===== src/rtl/sarmc_pkg.sv =====
// Behaviour
// - Convert only after acquisition done and start low
// - MSB-first search over sixteen binary weights
// - Output code and busy drop at the same edge
// - Each result ready at its own conversion end
// - Two select pins decode four modes
// - Low-power mode powers down after each conversion
// - Coding select picks binary or twos complement
// - Midscale plus one: 0x8001 or 0x0001
// - Midscale minus one: 0x7fff or 0xffff, MSB inverted
// - Out-of-range input saturates at full scale
// - Start falling edge holds sample, starts conversion
// - Reset input high aborts any conversion
// - Power-down finishes current, then refuses conversions
package sarmc_pkg;

    // Clock and timing
    localparam int CLK_MHZ = 40;
    localparam int ACQ_TIME_NS = 100;
    localparam int ACQ_CYCLES = (ACQ_TIME_NS * CLK_MHZ + 999) / 1000;
    localparam int GAP_TIME_NS = 1000000;
    localparam int GAP_CYCLES = (GAP_TIME_NS / 1000) * CLK_MHZ;

    // Result width and search start
    localparam int RES_W = 16;
    localparam logic [3:0] MSB_IDX = 4'hf;
    localparam logic [15:0] MIDSCALE = 16'h8000;

    // Register byte offsets
    localparam logic [7:0] OFS_CTRL = 8'h00;
    localparam logic [7:0] OFS_STATUS = 8'h04;
    localparam logic [7:0] OFS_RESULT = 8'h08;
    localparam logic [7:0] OFS_COUNT = 8'h0c;

    // Control fields and reset values
    localparam int CTRL_EN_BIT = 0;
    localparam int CTRL_DIV_LSB = 4;
    localparam logic [3:0] DIV_MIN = 4'h3;
    localparam logic [31:0] CTRL_RST = 32'h0000_0031;

    // Status fields
    localparam int ST_BUSY_BIT = 0;
    localparam int ST_MODE_LSB = 1;
    localparam int ST_PWR_BIT = 3;
    localparam int ST_STALE_BIT = 4;
    localparam int ST_PDN_BIT = 5;

    // Operating modes, {fast_select, low_power_select}
    typedef enum logic [1:0] {
        MODE_NORMAL = 2'b00,
        MODE_LOWPWR = 2'b01,
        MODE_FAST = 2'b10,
        MODE_WIDEBAND = 2'b11
    } sarmc_mode_t;

    // Conversion sequencer states
    typedef enum logic [2:0] {
        ST_ACQ = 3'b000,
        ST_READY = 3'b001,
        ST_CONV = 3'b010,
        ST_DONE = 3'b011,
        ST_SLEEP = 3'b100
    } sarmc_state_t;

    // Synchronised pin levels
    typedef struct packed {
        logic start_n;
        logic fast_sel;
        logic lowpwr_sel;
        logic coding_sel;
        logic pdown;
        logic reset_in;
        logic comp;
    } sarmc_pins_t;

endpackage


===== src/rtl/sarmc_top.sv =====
`timescale 1ns/1ps
`default_nettype none
module sarmc_top #(
    parameter int GAP_LIMIT = sarmc_pkg::GAP_CYCLES // Fast-mode idle gap in cycles
) (
    input wire logic clk_sys, // System clock, 40 MHz
    input wire logic nrst, // Synchronous reset, active low
    input wire logic conversion_start_n, // Conversion start pin, active low
    input wire logic fast_select, // Speed select pin
    input wire logic low_power_select, // Power select pin
    input wire logic output_coding_select, // High binary, low twos complement
    input wire logic power_down_input, // Power-down pin, active high
    input wire logic reset_input, // Abort pin, active high
    input wire logic comparator_in, // Comparator: input at or above trial
    output logic [15:0] dac_switch, // Capacitor array switch levels
    output logic sample_hold, // High while sample is held
    output logic analog_on, // Internal circuits powered
    output logic busy, // Conversion in progress
    output logic [15:0] result_code, // Coded result of last conversion
    input wire logic psel, // APB select
    input wire logic penable, // APB enable
    input wire logic pwrite, // APB direction
    input wire logic [7:0] paddr, // APB byte address
    input wire logic [31:0] pwdata, // APB write data
    output logic [31:0] prdata, // APB read data
    output logic pready, // APB ready
    output logic pslverr // APB error
);

    // Two-flop synchronisers for every pin; reset to idle levels (start high, rest low)
    // so that no false start edge, abort or power-down shows up after reset
    sarmc_pkg::sarmc_pins_t sync1_ff, sync2_ff, prev_ff;
    always_ff @(posedge clk_sys) begin
        if (!nrst) begin
            sync1_ff <= 7'h40;
            sync2_ff <= 7'h40;
            prev_ff <= 7'h40;
        end else begin
            sync1_ff <= {conversion_start_n, fast_select, low_power_select, output_coding_select,
                         power_down_input, reset_input, comparator_in};
            sync2_ff <= sync1_ff;
            prev_ff <= sync2_ff;
        end
    end

    // Binary or twos complement from the straight search value
    function automatic logic [15:0] code_of(input logic [15:0] sar, input logic binary);
        code_of = binary ? sar : {~sar[15], sar[14:0]};
    endfunction

    sarmc_pkg::sarmc_state_t state_ff, nxt_state;
    logic [15:0] sar_ff, nxt_sar;
    logic [3:0] bit_ff, nxt_bit;
    logic [3:0] tick_ff, nxt_tick;
    logic [7:0] acq_ff, nxt_acq;
    logic [31:0] ctrl_ff;
    logic [31:0] count_ff;
    logic [31:0] gap_ff;
    logic stale_ff, pend_stale_ff;
    logic [15:0] result_ff;

    // Mode decode from the two select pins
    wire sarmc_pkg::sarmc_mode_t mode = sarmc_pkg::sarmc_mode_t'({sync2_ff.fast_sel, sync2_ff.lowpwr_sel});
    wire fast_mode = (mode == sarmc_pkg::MODE_FAST) || (mode == sarmc_pkg::MODE_WIDEBAND);
    wire lowpwr_mode = (mode == sarmc_pkg::MODE_LOWPWR);
    wire start_fall = prev_ff.start_n && !sync2_ff.start_n;
    wire enabled = ctrl_ff[sarmc_pkg::CTRL_EN_BIT];
    wire [3:0] div_raw = ctrl_ff[sarmc_pkg::CTRL_DIV_LSB +: 4];
    // Short dividers would beat the comparator synchroniser, so clamp
    wire [3:0] div_eff = (div_raw < sarmc_pkg::DIV_MIN) ? sarmc_pkg::DIV_MIN : div_raw;
    wire tick = (tick_ff == div_eff);
    wire acq_done = (acq_ff >= 8'(sarmc_pkg::ACQ_CYCLES));
    wire accept = (state_ff == sarmc_pkg::ST_READY || state_ff == sarmc_pkg::ST_SLEEP)
                  && start_fall && enabled && !sync2_ff.pdown;
    wire [15:0] step = 16'h0001 << bit_ff;
    // Keep the trial bit when the input sits at or above the trial level
    wire [15:0] kept = sync2_ff.comp ? sar_ff : (sar_ff & ~step);
    wire gap_over = (gap_ff >= 32'(GAP_LIMIT));

    // Sequencer next state
    always_comb begin
        nxt_state = state_ff;
        nxt_sar = sar_ff;
        nxt_bit = bit_ff;
        nxt_tick = tick ? 4'h0 : tick_ff + 4'h1;
        nxt_acq = acq_done ? acq_ff : acq_ff + 8'h01;
        unique case (state_ff)
            sarmc_pkg::ST_ACQ: begin
                if (acq_done) begin
                    nxt_state = lowpwr_mode ? sarmc_pkg::ST_SLEEP : sarmc_pkg::ST_READY;
                end
            end
            sarmc_pkg::ST_READY, sarmc_pkg::ST_SLEEP: begin
                if (accept) begin
                    nxt_state = sarmc_pkg::ST_CONV;
                    nxt_sar = sarmc_pkg::MIDSCALE;
                    nxt_bit = sarmc_pkg::MSB_IDX;
                    nxt_tick = 4'h0;
                end else begin
                    nxt_state = lowpwr_mode ? sarmc_pkg::ST_SLEEP : sarmc_pkg::ST_READY;
                end
            end
            sarmc_pkg::ST_CONV: begin
                if (tick) begin
                    if (bit_ff == 4'h0) begin
                        nxt_sar = kept;
                        nxt_state = sarmc_pkg::ST_DONE;
                    end else begin
                        nxt_sar = kept | (step >> 1);
                        nxt_bit = bit_ff - 4'h1;
                    end
                end
            end
            sarmc_pkg::ST_DONE: begin
                nxt_acq = 8'h00;
                nxt_state = sarmc_pkg::ST_ACQ;
            end
            default: begin
                nxt_state = sarmc_pkg::ST_ACQ;
            end
        endcase
        // Abort wins over everything else
        if (sync2_ff.reset_in) begin
            nxt_state = sarmc_pkg::ST_ACQ;
            nxt_acq = 8'h00;
        end
    end

    // Sequencer registers
    always_ff @(posedge clk_sys) begin
        if (!nrst) begin
            state_ff <= sarmc_pkg::ST_ACQ;
            sar_ff <= 16'h0000;
            bit_ff <= 4'h0;
            tick_ff <= 4'h0;
            acq_ff <= 8'h00;
        end else begin
            state_ff <= nxt_state;
            sar_ff <= nxt_sar;
            bit_ff <= nxt_bit;
            tick_ff <= nxt_tick;
            acq_ff <= nxt_acq;
        end
    end

    // Result code, updated only in the cycle the search ends
    always_ff @(posedge clk_sys) begin
        if (!nrst) begin
            result_ff <= 16'h0000;
            count_ff <= 32'h0000_0000;
        end else if (state_ff == sarmc_pkg::ST_DONE) begin
            result_ff <= code_of(sar_ff, sync2_ff.coding_sel);
            count_ff <= count_ff + 32'h0000_0001;
        end
    end

    // Pin outputs; the result code appears at the edge where busy drops
    always_ff @(posedge clk_sys) begin
        if (!nrst) begin
            dac_switch <= 16'h0000;
            sample_hold <= 1'b0;
            busy <= 1'b0;
            analog_on <= 1'b1;
            result_code <= 16'h0000;
        end else begin
            dac_switch <= (nxt_state == sarmc_pkg::ST_CONV) ? nxt_sar : 16'h0000;
            sample_hold <= (nxt_state == sarmc_pkg::ST_CONV) || (state_ff == sarmc_pkg::ST_CONV);
            busy <= (nxt_state == sarmc_pkg::ST_CONV) || (state_ff == sarmc_pkg::ST_CONV);
            // Low-power mode sleeps after each conversion until next start
            analog_on <= !((nxt_state == sarmc_pkg::ST_SLEEP) || sync2_ff.pdown);
            // No latency: the code of this conversion is out as busy falls
            result_code <= (state_ff == sarmc_pkg::ST_DONE) ? code_of(sar_ff, sync2_ff.coding_sel) : result_code;
        end
    end

    // Fast-mode idle gap, marks the next result as one to discard
    always_ff @(posedge clk_sys) begin
        if (!nrst) begin
            gap_ff <= 32'h0000_0000;
            pend_stale_ff <= 1'b0;
            stale_ff <= 1'b0;
        end else begin
            gap_ff <= accept ? 32'h0000_0000 : (gap_over ? gap_ff : gap_ff + 32'h0000_0001);
            if (accept) begin
                pend_stale_ff <= fast_mode && gap_over;
            end
            if (state_ff == sarmc_pkg::ST_DONE) begin
                stale_ff <= pend_stale_ff;
            end
        end
    end

    // SLEEP is the ready state of low-power mode; a start wakes the circuits
    // at the same edge that begins the conversion.

    // APB decode; one wait state so read data comes from a flop
    wire access = psel && penable && !pready;
    wire hit_ctrl = (paddr == sarmc_pkg::OFS_CTRL);
    wire hit_status = (paddr == sarmc_pkg::OFS_STATUS);
    wire hit_result = (paddr == sarmc_pkg::OFS_RESULT);
    wire hit_count = (paddr == sarmc_pkg::OFS_COUNT);
    wire mapped = hit_ctrl || hit_status || hit_result || hit_count;
    wire [31:0] status_word = {26'h0, sync2_ff.pdown, stale_ff, !analog_on,
                               mode, busy};
    wire [31:0] rd_mux = hit_ctrl ? ctrl_ff :
                         hit_status ? status_word :
                         hit_result ? {16'h0000, result_ff} :
                         hit_count ? count_ff : 32'h0000_0000;

    // APB answer and control register
    always_ff @(posedge clk_sys) begin
        if (!nrst) begin
            pready <= 1'b0;
            pslverr <= 1'b0;
            prdata <= 32'h0000_0000;
            ctrl_ff <= sarmc_pkg::CTRL_RST;
        end else begin
            pready <= access;
            pslverr <= access && !mapped;
            prdata <= (access && !pwrite) ? rd_mux : 32'h0000_0000;
            // Write lands at the completion edge, where the master sees pready
            if (psel && penable && pready && pwrite && hit_ctrl) begin
                ctrl_ff <= {24'h0, pwdata[7:4], 3'h0, pwdata[0]};
            end
        end
    end

endmodule // sarmc_top
`default_nettype wire


===== config.mk =====
export PLATFORM = sky130hd
export DESIGN_NAME = sarmc_top
export DESIGN_NICKNAME = d
export VERILOG_FILES = /design/src/rtl/sarmc_pkg.sv /design/src/rtl/sarmc_top.sv
export SDC_FILE = /design/constraint.sdc
export NUM_CORES = 1
export LEC_CHECK = 0
export BUFFER_PORTS_ARGS = -buffer_cell sky130_fd_sc_hd__buf_2
export CAP_MARGIN = 0
export CELL_PAD_IN_SITES_DETAIL_PLACEMENT = 2
export CELL_PAD_IN_SITES_GLOBAL_PLACEMENT = 2
export CORE_MARGIN = 2
export CORE_UTILIZATION = 34
export DETAILED_ROUTE_END_ITERATION = 16
export HOLD_SLACK_MARGIN = 0.06
export PLACE_DENSITY_LB_ADDON = 0.1
export SETUP_SLACK_MARGIN = 0.2
export SLEW_MARGIN = 10
export SYNTH_ARGS = -nofsm -noshare
export SYNTH_HDL_FRONTEND = slang
export SYNTH_SLANG_ARGS = --single-unit

===== constraint.sdc =====
create_clock -name clk_sys -period 2.6 [get_ports clk_sys]
set_clock_uncertainty 0.2 [all_clocks]
set_input_delay 0.39 -clock clk_sys [delete_from_list [all_inputs] [get_ports clk_sys]]
set_output_delay 0.39 -clock clk_sys [all_outputs]
set_load 0.02 [all_outputs]

==> reports/qor.txt, run 1 <==
Synth warnings = 0
DRC = 0
top cells by area, synth = dfxtp_1 (49%), a21oi_1 (4.4%), and2_1 (3.7%)
CTS tree = yes
number of buffers created by CTS = 17
Reg2Reg Depth = 5
n_diodes = 0
worst-path maximum fanout = 11
H-tree Lvls = 4
Slowest-stage cell, CP = or4_1
post-route ant nets = 0
Clock transition at path regs = 70 ps
Synth async-reset ratio = 0%
Synth top area share = 49.2%
Crit Path Category = reg -> reg
core area = 22,400 µm²
Tcrit/Tclk final = 88.8%
fin nets = 1,026
final hold violations = 0
prevailing post-synth register cell = dfxtp_1
Tmin final = 2310 ps
syn_area_per_cell = 9.03 µm²
worst path required time = 2740 ps
Hold WC Path Type = in -> reg
Port-buffer cells = 93
worst setup margin = 290 ps
initial DRC count = 253
Post-synth EDFFs = 0
max_cap viols = 0
Peak Freq = 433 MHz
non-filler cells, final = 1,261
hold endpoint = ctrl_ff[6]$_SDFFE_PN0P_
row count = 55
antenna violations before repair = 0
post-synthesis cell count = 851
Final TNS setup = 0 ps
DIE WIDTH = 154 µm
Worst-Skew Late Latency = 430 ps
Synth area leader = dfxtp_1
Vias/cell = 5.29
Worst R2R Setup Slack = 290 ps
synthesis-stage register bit count = 189
Hold Path Depth = 3
Sink Count = 189
number of global-route vias before repair = 7,205
WP buf/inv = 0
DR vias = 6,676
drt total wl = 24,000 µm
share of cells above drive strength 1 = 20.2%
Root Driver = clkbuf_16
fin. max-slew vios = 0
Layout area overhead = 22.1%
CP arrival = 2450 ps
first-pass GRT wire length = 38,900 µm
clock buffer depth = 2
leakage = 3.70 nW
final setup fails = 0
Synthesized Nets = 914
delay of the slowest critical-path stage = 530 ps
largest net degree at the start of global routing = 40
Synth cell types = 65
routed len/inst = 19.0 µm
drt pass-1 iters = 4
CP Launch Type = flop
worst vdd ir = 0.000390 V
post-synthesis sequential area ratio = 49.2%
P per Cell Area = 632 nW/µm²
Total GRT Usage = 20.6%
Worst-Margin Slew = 631 ps
Cells after DPL = 1,212
Die Footprint = 23,800 µm²
RSZ-0062 raised after global routing = true
Setup WS pre-CTS = 129 ps
hold wc startpoint = pwdata[6]
RR Startpoint = ctrl_ff[7]$_SDFFE_PN0P_
WHS = 57.0 ps
initial core utilization = 34.3%
critical register-to-register path endpoint = dac_switch[3]$_SDFF_PN0_
grt total ovfl = 0
GPL Wtd Cong = 0.822
relative slew slack = 56.8%
run status = finished clean
nature of the critical path endpoint = flop
fillers = 2,465
Syn Std Cell Area = 7690 µm²
DIE HEIGHT = 154 µm
Detailed Place HPWL = 17,200 µm
I/O pin total = 121
critical path, cell by cell = nor2_1 -> o221a_2 -> nand3_1 -> or4_1 -> a21oi_1
Top delay family on crit path = simple AND/OR/NAND/NOR gates
[power breakdown]
part / internal, mW / total, mW / switching (mW)
sequential: 2.92 / 2.94 / 0.0251
combinational: 0.0941 / 0.244 / 0.150
clock: 1.49 / 2.74 / 1.26
total: 4.50 / 5.93 / 1.43
[sequential cells by signal (all words and copies together), names as in the netlist, 5 cells and up]
register,flops
sar_ff,16
result_code,16
ctrl_ff,5
gap_ff,32
count_ff,32
dac_switch,16
acq_ff,8
sync1_ff,7
prdata,32
[synth_stat cells, drive strengths merged, types with 3 or more instances]
cell type	n
a2111oi	3
a211oi	8
a21oi	69
a2bb2oi	4
a311oi	3
a31oi	11
a32oi	8
and2	46
and3	14
and4	7
buf	13
clkbuf	37
dfxtp	189
ha	11
inv	20
mux2i	17
nand2	75
nand2b	10
nand3	34
nand4	20
nor2	75
nor2b	12
nor3	15
nor4	13
o211ai	12
o21ai	25
o311ai	3
o31ai	4
or2	5
or3	18
or4	13
xnor2	15
xor2	17
[layout make-up]
class / instances / area (µm²) / share of cell area (%)
multi-input cells: 592 / 3680 / 39.3
clock inverters: 14 / 176 / 1.88
well taps: 285 / 357 / 3.80
flip-flops and latches: 189 / 3780 / 40.3
repair buffers: 143 / 868 / 9.25
clock buffers: 18 / 439 / 4.68
inverters: 20 / 75.1 / 0.800
[worst max-delay path by stage]
stage | start | to | slack, ps | cells past startpoint
after floorplan | bit_ff[0]$_SDFFE_PN0P_ | busy$_SDFF_PN0_ | 220 | 10
after global placement | gap_ff[7]$_SDFFE_PP0N_ | gap_ff[12]$_SDFFE_PP0N_ | 240 | 5
after detailed placement | gap_ff[26]$_SDFFE_PP0N_ | gap_ff[12]$_SDFFE_PP0N_ | 130 | 5
after CTS | bit_ff[1]$_SDFFE_PN0P_ | dac_switch[13]$_SDFF_PN0_ | 210 | 9
after global routing | tick_ff[2]$_SDFF_PN0_ | dac_switch[3]$_SDFF_PN0_ | 150 | 5
final | ctrl_ff[7]$_SDFFE_PN0P_ | dac_switch[3]$_SDFF_PN0_ | 290 | 5
[per-stage QoR]
stage | utilization, % | area [µm²] | power (mW)
4_1_cts | 41.6 | 9340 | 6.01
3_3_place_gp | 38.1 | 8550 | 3.22
6_report | 41.8 | 9390 | 5.93
2_1_floorplan | - | 7690 | 3.15
3_5_place_dp | 38.1 | 8550 | 3.24
5_1_grt | 41.8 | 9390 | 6.17
[placed cells by master (no fill, tap or decap), types with 12 or more instances in the layout]
cell type	instances
a21oi_1	68
and2_1	45
and3_1	14
buf_2	94
buf_4	37
clkbuf_16	17
dfxtp_1	188
dlygate4sd3_1	12
inv_1	17
mux2i_1	17
nand2_1	75
nand3_1	33
nand4_1	20
nor2_1	73
nor3_1	13
o211ai_1	12
o21ai_0	23
or3_1	18
or4_1	13
xnor2_1	15
xor2_1	17
[tightest hold or removal path, stage by stage]
cell	delay [ps]
buf_2	80
mux2i_1	50
nor2_1	120
[kinds of logic (layout without fill, tap and decap cells)]
family	count (synthesis)	count (layout)	synth area share, %
AND/OR/NAND/NOR	367	367	25.8
flip-flops	189	189	49.2
adder cells (fa/ha/maj)	11	11	1.79
buffers and inverters	70	195	3.70
AO/OA/AOI/OAI	165	165	13.7
multiplexers	17	17	2.21
XOR/XNOR	32	32	3.65
[timing repair]
item	in CTS	in global routing
hold buffers	12	0
pin swaps	2	1
setup endpoints to repair	15	37
gates resized for setup	8	16
setup buffers	3	1
hold endpoints to repair	12	0
gates cloned	1	0
[routing by layer]
layer | share of wire, % | vias to the layer above | track usage (%)
met3 | 1.9 | 15 | 2.38
met1 | 46 | 3352 | 25.9
li1 | - | 3235 | -
met4 | 1.2 | 0 | 5.82
met2 | 51 | 74 | 37.2
met5 | 0 | - | 0
Note: power is estimated with default switching activity, not from simulation.
==> run 2, diff against run 1 <==
--- a/config.mk
+++ b/config.mk
@@ -9,8 +9,9 @@
 export CAP_MARGIN = 0
 export CELL_PAD_IN_SITES_DETAIL_PLACEMENT = 2
 export CELL_PAD_IN_SITES_GLOBAL_PLACEMENT = 2
-export CORE_MARGIN = 2
+export CORE_MARGIN = 1
 export CORE_UTILIZATION = 34
+export CTS_CLUSTER_SIZE = 10
 export DETAILED_ROUTE_END_ITERATION = 16
 export HOLD_SLACK_MARGIN = 0.06
 export PLACE_DENSITY_LB_ADDON = 0.1
==> run 2 against run 1 <==
  * The flow now finishes with violations (design-rule violations)
  * Largest cell class unchanged
  * First-iteration DRC count is 4.7% higher
  * Via count grew 0.24%
  * Worst setup slack got worse by 2.7 ps
==> reports/qor.txt, run 2 (same netlist as run 1, synthesis figures left out) <==
run status = finished with violations
violated checks = design-rule violations
antenna violations before repair = 0 (unchanged)
most frequent cells in the layout = dfxtp_1 (187), buf_2 (94), nand2_1 (75)
worst setup margin = 287 ps (-2.67 ps)
RSZ-0062 raised after global routing = true
critical register-to-register path endpoint = gap_ff[12]$_SDFFE_PP0N_
Setup WS pre-CTS = 96.8 ps (-31.8 ps)
Layout area overhead = 22.7%
non-filler cells, final = 1,262 (+0.079%)
row count = 54 (-1.8%)
initial DRC count = 265 (+4.7%)
worst-path maximum fanout = 7 (-4)
dpl cell area = 8550 µm² (about the same)
initial core utilization = 34.9% (+0.63 points)
Final TNS setup = 0 ps (unchanged)
share of cells above drive strength 1 = 20.3% (+0.080 points)
Tmin final = 2310 ps (+2.67 ps)
CP arrival = 2470 ps (+20 ps)
RR Startpoint = gap_ff[7]$_SDFFE_PP0N_
design area = 9430 µm² (+0.49%)
largest net degree at the start of global routing = 26 (-35%)
Worst R2R Setup Slack = 290 ps (about the same)
CP Launch Type = flop
relative slew slack = 54.1% (-2.7 points)
first-pass GRT wire length = 39,400 µm (+1.4%)
DRC = 9 (+9)
core area = 22,000 µm² (-1.8%)
DIE WIDTH = 152 µm (-1.3%)
P per Cell Area = 622 nW/µm² (-1.6%)
Sink Count = 189 (unchanged)
Hold WC Path Type = in -> reg
drt total wl = 24,500 µm (+2.0%)
Port-buffer cells = 93 (unchanged)
max_cap viols = 0 (unchanged)
final setup fails = 0 (unchanged)
Total GRT Usage = 21.5% (+0.91 points)
Worst-Skew Late Latency = 440 ps (about the same)
leakage = 3.75 nW (+1.1%)
hold wc startpoint = psel
number of buffers created by CTS = 17 (unchanged)
n_diodes = 0 (unchanged)
hold endpoint = pready$_SDFF_PN0_
biggest regs = count_ff: 32 flops, gap_ff: 32 flops, prdata: 32 flops
DIE HEIGHT = 152 µm (-1.3%)
number of global-route vias before repair = 7,313 (+1.5%)
post-route ant nets = 0 (unchanged)
I/O pin total = 121 (unchanged)
Worst-Margin Slew = 671 ps (+40.0 ps)
worst path required time = 2760 ps (+20 ps)
routed len/inst = 19.4 µm (+1.9%)
WHS = 98.6 ps (+41.6 ps)
Detailed Place HPWL = 17,600 µm (+2.3%)
fin util = 42.8% (+0.98 points)
fillers = 2,386 (-3.2%)
H-tree Lvls = 4 (unchanged)
CTS tree = yes
Cells after DPL = 1,208 (-0.33%)
commonest non-fill, non-tap cell in the layout = dfxtp_1
Die Footprint = 23,200 µm² (-2.6%)
fin nets = 1,032 (+0.58%)
total power = 5.87 mW (-1.1%)
DR vias = 6,692 (+0.24%)
drt pass-1 iters = 10 (+6)
Vias/cell = 5.30 (+0.16%)
worst vdd ir = 0.000396 V (+1.4%)
Hold Path Depth = 3 (unchanged)
Root Driver = clkbuf_16
grt total ovfl = 0 (unchanged)
Reg2Reg Depth = 5 (unchanged)
GPL Wtd Cong = 0.810 (-1.5%)
fin. max-slew vios = 0 (unchanged)
Peak Freq = 432 MHz (-0.12%)
final hold violations = 0 (unchanged)
Tcrit/Tclk final = 89.0% (+0.10 points)
Clock transition at path regs = 70 ps (about the same)
clock buffer depth = 2 (unchanged)
Crit Path Category = reg -> reg
nature of the critical path endpoint = flop
==> run 2: repair_timing <==
| item | 4_1_cts | 5_1_grt |
|---|---|---|
| cloned | 1 | 0 |
| resized for setup | 8 | 17 |
| pin swaps | 2 | 6 |
| buffers inserted | 4 | 1 |
| endpoints found under the setup margin | 25 | 63 |
| endpoints found under the hold margin | 14 | 0 |
| hold buffers | 16 | 0 |
==> run 2: area by class of cell <==
| cell class | count | area [µm²] | share of cell area, % |
|---|---|---|---|
| clock inverter | 15 | 171 | 1.82 |
| sequential | 189 | 3790 | 40.1 |
| multi-input combinational | 592 | 3700 | 39.2 |
| inverter | 20 | 75.1 | 0.796 |
| tap | 280 | 350 | 3.71 |
| timing repair buffer | 149 | 923 | 9.79 |
| clock buffer | 17 | 425 | 4.51 |
==> run 2: metal layers <==
layer  vias up  wire length (µm)  track usage [%]
met5         -                 0                0
met3        27               583             3.50
met4         0               365             7.34
met2        95             12200             37.1
met1      3331             11300             27.1
li1       3239                 -                -
==> run 2: how the worst max path moves through the flow <==
stage,start,to,slack (ps),cells after the start
2_1_floorplan,bit_ff[0]$_SDFFE_PN0P_,busy$_SDFF_PN0_,220,10
3_3_place_gp,bit_ff[0]$_SDFFE_PN0P_,dac_switch[7]$_SDFF_PN0_,210,8
3_5_place_dp,bit_ff[0]$_SDFFE_PN0P_,dac_switch[14]$_SDFF_PN0_,100,8
4_1_cts,gap_ff[31]$_SDFFE_PP0N_,gap_ff[12]$_SDFFE_PP0N_,220,5
5_1_grt,ctrl_ff[6]$_SDFFE_PN0P_,dac_switch[6]$_SDFF_PN0_,180,7
6_report,gap_ff[7]$_SDFFE_PP0N_,gap_ff[12]$_SDFFE_PP0N_,290,5
==> run 2: report_power, final <==
part | switching, mW | internal, mW | leakage (nW)
logic | 0.156 | 0.100 | 1.92
clock network | 1.29 | 1.38 | 0.295
registers | 0.0269 | 2.92 | 1.53
total | 1.47 | 4.40 | 3.75
==> run 2: worst max-delay path, cell delays in order (launching register included) <==
cell and delay [ps]:
dfxtp_1 370, nor4_2 280, o21ai_1 170, a2111o_1 520, or4b_1 520, a21oi_1 180
